<file path="src/design/adcpms_pkg.sv">
package adcpms_pkg;

    // ****************************************
    // timing
    // ****************************************
    localparam int CLK_HZ          = 10_000_000;
    localparam int INIT_TIME_US    = 1000;
    localparam int WAKE_TIME_US    = 1000;
    localparam int RAMP_STEP_NS    = 20000;
    localparam int CLK_PER_MHZ     = CLK_HZ / 1_000_000;
    localparam int INIT_CYC        = INIT_TIME_US * CLK_PER_MHZ;
    localparam int WAKE_CYC        = WAKE_TIME_US * CLK_PER_MHZ;
    localparam int RAMP_STEP_CYC   = (RAMP_STEP_NS * (CLK_HZ / 1000) + 999_999) / 1_000_000;
    localparam int PDM_HALF_CYC    = 4;

    // ****************************************
    // widths and reset values
    // ****************************************
    localparam int          SMP_W       = 16;
    localparam int          TMR_W       = 16;
    localparam logic [7:0]  VOL_FULL    = 8'hFF;
    localparam logic [7:0]  VOL_ZERO    = 8'h00;
    localparam logic        REG_SEL_RST = 1'b0;

    typedef enum logic [2:0] {
        ST_OFF,
        ST_INIT,
        ST_SLEEP,
        ST_WAKE,
        ST_ACTIVE,
        ST_RAMP
    } adcpms_state_t;

    typedef struct packed {
        logic [3:0] in_ch_en;
        logic [3:0] slot_en;
        logic       adc_pwr;
        logic       pdm_mode;
    } adcpms_cfg_t;

    localparam adcpms_cfg_t CFG_RST = '0;

    // ch1 sits in the top bits so it leaves the serial port first
    typedef struct packed {
        logic [SMP_W-1:0] ch1;
        logic [SMP_W-1:0] ch2;
        logic [SMP_W-1:0] ch3;
        logic [SMP_W-1:0] ch4;
    } adcpms_frame_t;

endpackage : adcpms_pkg

</file>
<file path="src/design/adcpms_top.sv">
`timescale 1ns/1ps
// Behaviour
// host waits 1 ms after supplies up
// after init, device enters low-power sleep
// clearing sleep starts 1 ms wake sequence
// host enables inputs, slots, then power
// host may start clocks after wake write
// host selects PDM source before enabling
// host sets PDM clock and data pins
// PDM input one feeds ch1/2, two ch3/4
// sleep request ramps volume, powers down
// status bit shows sleep reached
// configuration kept through sleep
// re-wake, wait, restart clocks
// host repeats sleep/wake or full config
// host waits 2 ms, stable supplies
// supply power-down allows 10 ms
// supply loss without interval: abrupt shutdown
// 100 ms between power-down and power-up
// slow ramp: software reset first
// regulator select defaults zero, set on wake
// host holds digital inputs steady
// TDM slave output on host clocks
// host writes nothing during waits
module adcpms_top
    import adcpms_pkg::*;
#(
    parameter int INIT_CYCLES = INIT_CYC,
    parameter int WAKE_CYCLES = WAKE_CYC
)(
    input  wire logic        CLK,
    input  wire logic        RESET,
    input  wire logic        SUPPLY_OK,
    input  wire logic        SOFT_RESET,
    input  wire logic        SLEEP_REQ,
    input  wire logic        REG_SELECT_REQ,
    input  wire logic        CFG_WRITE,
    input  wire adcpms_cfg_t CFG_IN,
    input  wire logic        FRAME_SYNC,
    input  wire logic        BIT_CLK,
    input  wire logic [1:0]  PDM_DATA_IN,
    output logic             SLEEP_REACHED,
    output logic             ACTIVE,
    output logic             WAKE_BUSY,
    output logic             REGULATOR_ON,
    output logic             ABRUPT_OFF,
    output logic [7:0]       VOLUME,
    output logic             PDM_CLOCK_OUT,
    output logic             SERIAL_DATA_OUT
);

    // ****************************************
    // pin synchronisers
    // ****************************************
    logic [4:0] pin_s1_ff;
    logic [4:0] pin_s2_ff;
    logic [1:0] clk_prev_ff;
    wire  [4:0] pins = {SUPPLY_OK, FRAME_SYNC, BIT_CLK, PDM_DATA_IN};

    always_ff @(posedge CLK) begin
        if (RESET) begin
            pin_s1_ff   <= '0;
            pin_s2_ff   <= '0;
            clk_prev_ff <= '0;
        end else begin
            pin_s1_ff   <= pins;
            pin_s2_ff   <= pin_s1_ff;
            clk_prev_ff <= pin_s2_ff[3:2];
        end
    end

    wire supply_ok  = pin_s2_ff[4];
    wire frame_sync_rise = pin_s2_ff[3] & ~clk_prev_ff[1];
    wire bclk_fall  = ~pin_s2_ff[2] & clk_prev_ff[0];
    wire [1:0] pdm_din = pin_s2_ff[1:0];

    // ****************************************
    // power mode sequencer
    // ****************************************
    adcpms_state_t    state_ff;
    adcpms_state_t    nxt_state;
    logic [TMR_W-1:0] timer_ff;
    logic [TMR_W-1:0] nxt_timer;
    logic [7:0]       volume_ff;
    logic [7:0]       nxt_volume;
    logic [7:0]       step_ff;
    logic             reg_sel_ff;
    logic             abrupt_ff;
    adcpms_cfg_t      cfg_ff;

    wire timer_done = (timer_ff == '0);
    wire step_tick  = (step_ff == 8'(RAMP_STEP_CYC - 1));
    wire running    = (state_ff == ST_ACTIVE) || (state_ff == ST_RAMP);

    always_comb begin
        nxt_state  = state_ff;
        nxt_timer  = timer_done ? timer_ff : timer_ff - 1'b1;
        nxt_volume = volume_ff;
        case (state_ff)
            ST_OFF: begin
                if (supply_ok) begin
                    nxt_state = ST_INIT;
                    nxt_timer = TMR_W'(INIT_CYCLES - 1);
                end
            end
            ST_INIT: begin
                if (timer_done) begin
                    nxt_state = ST_SLEEP;
                end
            end
            ST_SLEEP: begin
                if (!SLEEP_REQ) begin
                    nxt_state = ST_WAKE;
                    nxt_timer = TMR_W'(WAKE_CYCLES - 1);
                end
            end
            ST_WAKE: begin
                if (timer_done) begin
                    nxt_state  = ST_ACTIVE;
                    nxt_volume = VOL_FULL;
                end
            end
            ST_ACTIVE: begin
                if (SLEEP_REQ) begin
                    nxt_state = ST_RAMP;
                end
            end
            ST_RAMP: begin
                // ramp is time based so it ends even if the frame clock is gone
                if (volume_ff == VOL_ZERO) begin
                    nxt_state = ST_SLEEP;
                end else if (step_tick) begin
                    nxt_volume = volume_ff - 1'b1;
                end
            end
            default: begin
                nxt_state = ST_OFF;
            end
        endcase
        if (state_ff == ST_WAKE && SLEEP_REQ && !timer_done) begin
            nxt_state = ST_SLEEP;
        end
        if (!supply_ok) begin
            nxt_state  = ST_OFF;
            nxt_volume = VOL_ZERO;
        end
    end

    always_ff @(posedge CLK) begin
        if (RESET || SOFT_RESET) begin
            state_ff <= ST_OFF;
            timer_ff <= '0;
            volume_ff <= VOL_ZERO;
        end else begin
            state_ff <= nxt_state;
            timer_ff <= nxt_timer;
            volume_ff <= nxt_volume;
        end
    end

    always_ff @(posedge CLK) begin
        if (RESET || state_ff != ST_RAMP || step_tick) begin
            step_ff <= '0;
        end else begin
            step_ff <= step_ff + 1'b1;
        end
    end

    // ****************************************
    // configuration, regulator, flags
    // ****************************************
    always_ff @(posedge CLK) begin
        if (RESET || SOFT_RESET) begin
            cfg_ff     <= CFG_RST;
            reg_sel_ff <= REG_SEL_RST;
            abrupt_ff  <= 1'b0;
        end else begin
            if (CFG_WRITE && state_ff != ST_OFF && state_ff != ST_INIT) begin
                cfg_ff <= CFG_IN;
            end
            if (state_ff == ST_SLEEP && !SLEEP_REQ) begin
                reg_sel_ff <= REG_SELECT_REQ;
            end
            if (state_ff == ST_OFF) begin
                reg_sel_ff <= REG_SEL_RST;
            end
            if (!supply_ok && state_ff != ST_OFF) begin
                abrupt_ff <= running;
            end else if (state_ff == ST_INIT) begin
                abrupt_ff <= 1'b0;
            end
        end
    end

    // ****************************************
    // PDM capture
    // ****************************************
    logic [2:0]       pdm_div_ff;
    logic             pdm_clk_ff;
    logic [SMP_W-1:0] acc_ff [4];
    adcpms_frame_t    frame_ff;

    wire pdm_on   = running && cfg_ff.pdm_mode && cfg_ff.adc_pwr;
    wire pdm_edge = pdm_on && (pdm_div_ff == 3'(PDM_HALF_CYC - 1));

    function automatic logic [SMP_W-1:0] scale(input logic [SMP_W-1:0] a, input logic [7:0] v);
        logic [SMP_W+7:0] p;
        p = a * v;
        return p[SMP_W+7:8];
    endfunction : scale

    always_ff @(posedge CLK) begin
        if (RESET || !pdm_on || pdm_edge) begin
            pdm_div_ff <= '0;
        end else begin
            pdm_div_ff <= pdm_div_ff + 1'b1;
        end
    end

    always_ff @(posedge CLK) begin
        if (RESET || !pdm_on) begin
            pdm_clk_ff <= 1'b0;
        end else if (pdm_edge) begin
            pdm_clk_ff <= ~pdm_clk_ff;
        end
    end

    // odd channels sampled at end of high phase, even at end of low phase
    always_ff @(posedge CLK) begin
        if (RESET) begin
            for (int i = 0; i < 4; i++) begin
                acc_ff[i] <= '0;
            end
            frame_ff <= '0;
        end else if (frame_sync_rise) begin
            frame_ff.ch1 <= scale(acc_ff[0], volume_ff);
            frame_ff.ch2 <= scale(acc_ff[1], volume_ff);
            frame_ff.ch3 <= scale(acc_ff[2], volume_ff);
            frame_ff.ch4 <= scale(acc_ff[3], volume_ff);
            for (int i = 0; i < 4; i++) begin
                acc_ff[i] <= '0;
            end
        end else if (pdm_edge) begin
            for (int i = 0; i < 4; i++) begin
                if (cfg_ff.in_ch_en[3-i] && (pdm_clk_ff == ((i % 2) == 0)) && pdm_din[i/2]) begin
                    acc_ff[i] <= acc_ff[i] + 1'b1;
                end
            end
        end
    end

    // ****************************************
    // serial output and status
    // ****************************************
    logic sd;
    wire  tx_load = frame_sync_rise && running;

    adcpms_tdm_tx #(
        .W       (SMP_W)
    ) u_tx (
        .clk     (CLK),
        .rst     (RESET),
        .load    (tx_load),
        .shift   (bclk_fall && running),
        .slot_en (cfg_ff.slot_en),
        .frame   (frame_ff),
        .sd      (sd)
    );

    always_ff @(posedge CLK) begin
        if (RESET) begin
            SLEEP_REACHED   <= 1'b0;
            ACTIVE          <= 1'b0;
            WAKE_BUSY       <= 1'b0;
            REGULATOR_ON    <= 1'b0;
            ABRUPT_OFF      <= 1'b0;
            VOLUME          <= VOL_ZERO;
            PDM_CLOCK_OUT   <= 1'b0;
            SERIAL_DATA_OUT <= 1'b0;
        end else begin
            SLEEP_REACHED   <= (state_ff == ST_SLEEP);
            ACTIVE          <= (state_ff == ST_ACTIVE);
            WAKE_BUSY       <= (state_ff == ST_WAKE) || (state_ff == ST_INIT);
            REGULATOR_ON    <= reg_sel_ff && state_ff != ST_OFF;
            ABRUPT_OFF      <= abrupt_ff;
            VOLUME          <= volume_ff;
            PDM_CLOCK_OUT   <= pdm_clk_ff;
            SERIAL_DATA_OUT <= sd & running;
        end
    end

endmodule : adcpms_top

</file>
<file path="src/design/adcpms_tdm_tx.sv">
`timescale 1ns/1ps
module adcpms_tdm_tx
    import adcpms_pkg::*;
#(
    parameter int W = SMP_W
)(
    input  wire logic           clk,
    input  wire logic           rst,
    input  wire logic           load,
    input  wire logic           shift,
    input  wire logic [3:0]     slot_en,
    input  wire adcpms_frame_t  frame,
    output logic                sd
);

    logic [4*W-1:0] shreg_ff;
    logic [4*W-1:0] masked;

    always_comb begin
        masked = frame;
        for (int i = 0; i < 4; i++) begin
            if (!slot_en[3-i]) begin
                masked[(3-i)*W +: W] = '0;
            end
        end
    end

    always_ff @(posedge clk) begin
        if (rst) begin
            shreg_ff <= '0;
            sd       <= 1'b0;
        end else if (load) begin
            sd       <= masked[4*W-1];
            shreg_ff <= {masked[4*W-2:0], 1'b0};
        end else if (shift) begin
            sd       <= shreg_ff[4*W-1];
            shreg_ff <= {shreg_ff[4*W-2:0], 1'b0};
        end
    end

endmodule : adcpms_tdm_tx

</file>
<file path="config.mk">
export PLATFORM = sky130hd
export DESIGN_NAME = adcpms_top
export DESIGN_NICKNAME = d
export VERILOG_FILES = /design/src/design/adcpms_pkg.sv /design/src/design/adcpms_top.sv /design/src/design/adcpms_tdm_tx.sv
export SDC_FILE = /design/constraint.sdc
export NUM_CORES = 2
export LEC_CHECK = 0
export BUFFER_PORTS_ARGS = -buffer_cell sky130_fd_sc_hd__buf_2
export CAP_MARGIN = 20
export CORE_UTILIZATION = 49
export CTS_CLUSTER_DIAMETER = 40
export DETAILED_ROUTE_END_ITERATION = 10
export PLACE_DENSITY_LB_ADDON = 0.1
export SKIP_CTS_REPAIR_TIMING = 1
export SLEW_MARGIN = 10
export SYNTH_ARGS = -nofsm -noshare
export SYNTH_HDL_FRONTEND = slang
export SYNTH_HIERARCHICAL = 1
export SYNTH_SLANG_ARGS = --single-unit
</file>
<file path="constraint.sdc">
create_clock -name CLK -period 6.6 [get_ports CLK]
set_clock_uncertainty 0.15 [all_clocks]
set_input_delay 0.66 -clock CLK [delete_from_list [all_inputs] [get_ports CLK]]
set_output_delay 0.66 -clock CLK [all_outputs]
set_load 0.05 [all_outputs]
</file>
* After elaboration in Yosys (flattened, before gate mapping)
Memory sizes are Yosys's and may differ from the RTL's. Cells that the tools add are included.
Word-level totals: bits in registers 206, RAM bits 64, input port bits 21, output and inout bits 15, logic and storage cells 181, memories kept 1
Cells by class: add/sub/neg operators 8, $mul 4, equal/unequal tests 21, multiplexer cells 58, bitwise gates (word level) 15, reductions and logical operators 44
Memory list:
- acc_ff | words 4, bits a word 16, rd ports 4, clocked after memory_dff 0, write ports 4, RTL line adcpms_top.sv:200 | logic [SMP_W-1:0] acc_ff [4];
Operators with widths (count):
- 16-bit two-way mux | 15
- 64-bit two-way mux | 2
- 16-bit by 8-bit multiplier with 24-bit output | 4
- 16-bit by 1-bit adder with 16-bit output, second input constant | 4
- 16-bit one-hot mux with 2 select lines | 1
- 1-bit two-way mux | 29
- 8-bit two-way mux | 3
- 1-bit logical AND | 20
- 3-bit one-hot mux with 6 select lines | 1
- 16-bit logical NOT | 1
- 8-bit one-hot mux with 2 select lines | 1
- 16-bit by 1-bit subtractor with 16-bit output, second input constant | 1
- 3-bit two-way mux | 5
- 2-bit != test, second input constant | 6
- 3-bit != test, second input constant | 4
- 5-bit AND reduction | 2
- 3-bit by 2-bit equality test with 1-bit output, second input constant | 3
- 8-bit by 1-bit adder with 8-bit output, second input constant | 1
- 8-bit equality test, second input constant | 1
- 8-bit logical NOT | 1
- 1-bit OR | 8
- 8-bit by 1-bit subtractor with 8-bit output, second input constant | 1
- 1-bit logical OR | 7
- 3-bit equality test, second input constant | 2
- 15 further kinds | 27

* Logic depth before layout (Yosys ltp)
word-level depth 10, gate-level depth with buffers 21, mapped depth without buffers 18

* Modules after synthesis
Netlist, hierarchy kept.
Modules (own cells, without submodules):
- adcpms_top | times used 1, cells an instance 2663, area each 23737.8 um^2, seq. area each 4604.4 um^2
- adcpms_tdm_tx | times used 1, cells an instance 288, area each 3080.5 um^2, seq. area each 1281.2 um^2

* Least setup slack after synthesis
Ideal clock, no wire load.
path kind flip-flop to flip-flop, start reg volume_ff[2], end reg frame_ff[63] (netlist name), library setup time 0.128 ns, data arrival time 5.034 ns, required time 6.322 ns, path slack 1.288 ns, cell stages (with the launch flop) 20, path buffers 2, clock period less this slack 5.312 ns, cells stage by stage dfxtp_1 > clkbuf_1 > clkbuf_1 > nand2_1 > fa_1 > fa_1 > inv_1 > fa_1 > inv_1 > fa_1 > inv_1 > ha_1 > a21o_1 > a21oi_1 > o21ai_0 > a211o_1 > a311o_1 > a211oi_1 > xnor2_1 > o21ai_0
Between the ends: longest elaborated chain between the ends 1
Ends and longest elaborated chain:
- start: declaration | RTL line adcpms_top.sv:84 | logic [7:0] volume_ff;
- start signal: assignment | RTL line adcpms_top.sv:157 | volume_ff <= nxt_volume;
- 16-bit by 8-bit multiplier with 24-bit output | RTL line adcpms_top.sv:208 | p = a * v;
- end: declaration | RTL line adcpms_top.sv:201 | adcpms_frame_t frame_ff;
Every way passes these cells. A chain may end at the register's enable or synchronous reset.

* Worst setup path in the final report
start reg volume_ff[4], end reg frame_ff[30] (netlist name)
Same word-level chain as after synthesis.

==> results.sh <==
export IMPL_hold_class="input port to register"
export IMPL_finalSetupTns_ns=0
export IMPL_drv_slew=0
export IMPL_holdCritStartpoint="SUPPLY_OK"
export IMPL_whs_path_depth=2
export IMPL_grt_ovfl_total=0
export IMPL_worst_path_buf_inv=3
export IMPL_die_area_um2=55700
export IMPL_clkTransAtPathRegs_ns=0.06
export IMPL_grt_start_max_net_pins=68
export IMPL_core_area_um2=53900
export IMPL_seq_area_um2=5900
export IMPL_fmax_ghz=0.173
export IMPL_slowest_delay_ns=0.85
export IMPL_tightest_slew_ns=1.07
export IMPL_die_x_um=236
export IMPL_h_tree_depth=2
export IMPL_yosys_warnings=6
export IMPL_synth_fp_nets=3479
export IMPL_die_y_um=236
export IMPL_root_buffer="clkbuf_16"
export IMPL_clkSinkCount=270
export IMPL_worstPathMaxFanout=33
export IMPL_first_iter_violations=1034
export IMPL_multiInputGateArea_um2=18600
export IMPL_rsz0062_at_grt="no"
export IMPL_maxCapViolations=0
export IMPL_cts_tree="yes"
export IMPL_setup_viol=0
export IMPL_io_pins=36
export IMPL_end_kind="register"
export IMPL_synth_seq_cells=270
export IMPL_ys_async_sr_fraction_pct=0
export IMPL_grt_pass1_vias=20100
export IMPL_crit_top_cell="fa_1"
export IMPL_drive_gt1_share_pct=6.37
export IMPL_critical_path_top_delay_family="adder cells"
export IMPL_grt_first_pass_wirelength_um=106000
export IMPL_fin_crit_sh_pct=87.3
export IMPL_clock_latency_ns=0.60
export IMPL_hpwl_um=46900
export IMPL_fillers=4946
export IMPL_netlist_instances=2951
export IMPL_relSlewSlack_pct=28.8
export IMPL_gp_congestion=0.855
export IMPL_ys_types=72
export IMPL_reg2reg_depth=17
export IMPL_crit_type="register to register"
export IMPL_crit_path_start_kind="register"
export IMPL_whs_endpoint="pin_s1_ff[4]"
export IMPL_r2r_end="frame_ff[30]"
export IMPL_wirelength_um=63700
export IMPL_total_power_w=0.00519
export IMPL_drt_antenna_violating_nets=0
export IMPL_cpMaxStageDelayCell="dfxtp_2"
export IMPL_leakagePower_nw=13.5
export IMPL_drc=0
export IMPL_cp_data_arrival_time_ns=6.04
export IMPL_synth_area_um2=26800
export IMPL_area_delta_synth_final_pct=8.86
export IMPL_vdd_drop_max_mv=0.354
export IMPL_syn_area_per_cell_um2=9.09
export IMPL_first_pass_iters=5
export IMPL_synth_edf_count=48
export IMPL_numCtsBuffers=53
export IMPL_p_per_area_nw_per_um2=178
export IMPL_final_nets=3420
export IMPL_ys_seq_area_share_pct=21.9
export IMPL_wl_per_cell_um=17.5
export IMPL_path_cells="buf_4 > and2_1 > fa_1 > fa_1 > fa_1 > inv_1 > fa_1 > inv_1 > ha_1 > a21o_1 > a2111oi_0 > o211ai_1 > nand2_1 > o21ai_0 > a41oi_1 > xor2_1 > o21ai_0"
export IMPL_status="completed"
export IMPL_via_count=19400
export IMPL_port_buffers=35
export IMPL_viasPerCell=5.34
export IMPL_antenna_cells=0
export IMPL_r2r_start="volume_ff[4]"
export IMPL_ys_flop_type="dfxtp_1"
export IMPL_grt_usage_pct=23.6
export IMPL_initial_core_util_pct=49.7
export IMPL_r2r_slack_ns=0.84
export IMPL_antenna_found_initial=3
export IMPL_post_route_min_period_ns=5.76
export IMPL_cp_required_ns=6.87
export IMPL_finalHoldViolations=0
export IMPL_clk_path_buf_depth=3
export IMPL_row_count=85
-- through the flow --
step	std cells	hold WS, ns	cell area, µm²	utilization [%]	setup slack [ns]
after floorplan	2951	0.258	26800	-	1.29
after detailed placement	3531	0.282	27300	50.7	0.965
after global routing	3631	0.122	29200	54.1	0.551
final	3631	0.127	29200	54.1	0.836
after global placement	3531	0.267	27300	50.7	1.07
after CTS	3629	0.101	29200	54.1	0.907
-- report_power, final --
| part | total, W | internal [W] | switching (W) | leakage (nW) |
|---|---|---|---|---|
| clock network | 0.00272 | 0.00177 | 0.000951 | 0.879 |
| registers | 0.00184 | 0.00175 | 0.0000953 | 2.29 |
| logic | 0.000625 | 0.000269 | 0.000356 | 10.4 |
-- flip-flops by register name, summed over array words and instances (netlist names), 8 cells and up --
name / count
VOLUME: 8
acc_ff: 64
cfg_ff: 10
frame_ff: 64
step_ff: 8
timer_ff: 16
u_tx/shreg_ff: 63
volume_ff: 8
-- cell families (layout without fill, tap and decap cells) --
logic type	count (synthesis)	after routing	synth area share [%]
xor gates and xnor gates	133	133	4.34
buffers and inverters	595	579	8.70
AOI/OAI and AO/OA	406	406	10.1
and+or+nand+nor	964	964	19.1
DFF	270	270	21.9
muxes	76	76	2.84
adders and majority gates	507	507	32.9
-- synth_stat cells (63+ instances only) --
cell type / n / area share (%)
mux2i_1: 76 / 2.8
xor2_1: 74 / 2.4
nor2_1: 156 / 2.2
nand2_1: 222 / 3.1
clkbuf_1: 154 / 2.2
a211oi_1: 67 / 1.9
and2_1: 410 / 9.6
ha_1: 175 / 8.2
o21ai_0: 76 / 1.4
a21boi_0: 63 / 1.8
a21oi_1: 89 / 1.7
dfxtp_1: 222 / 17
inv_1: 417 / 5.8
fa_1: 332 / 25
-- how the worst max path moves through the flow --
stage | to | cells past startpoint | startpoint | slack (ns)
floorplan | frame_ff[63] | 19 | volume_ff[2] | 1.29
global placement | frame_ff[30] | 17 | volume_ff[4] | 1.07
detailed placement | frame_ff[30] | 17 | volume_ff[4] | 0.97
CTS | frame_ff[30] | 17 | volume_ff[4] | 0.91
global route | frame_ff[30] | 17 | volume_ff[4] | 0.55
finish | frame_ff[30] | 17 | volume_ff[4] | 0.84
-- placed cells by master, fill, tap and decap left out, drive strengths merged, types with 17 or more instances in the layout --
cell      n
a21o     22
xor2     74
xnor2    59
nand2   222
nor3     17
a21boi   63
and2    410
buf      63
edfxtp   48
a211oi   68
nor2    156
inv     427
nor2b    27
ha      175
clkbuf   65
nand3    45
mux2i    76
a21oi    90
dfxtp   222
fa      332
o21ai    76
-- area by class of cell --
| class | count | area share [%] |
|---|---|---|
| multi-input cells | 2086 | 63.8 |
| inverters | 418 | 5.37 |
| flip-flops and latches | 270 | 20.2 |
| clock buffers | 65 | 4.84 |
| clock inverters | 33 | 1.37 |
| repair buffers | 63 | 1.44 |
| well taps | 696 | 2.98 |
-- per-layer routing --
| layer | vias up | routed length (µm) | GRT usage [%] |
|---|---|---|---|
| met1 | 9618 | 30400 | 33.2 |
| met4 | 0 | 1030 | 5.84 |
| li1 | 9288 | - | - |
| met5 | - | 0 | 0 |
| met2 | 409 | 27700 | 36.1 |
| met3 | 60 | 4510 | 5.82 |
(Power assumes the default switching activity.)
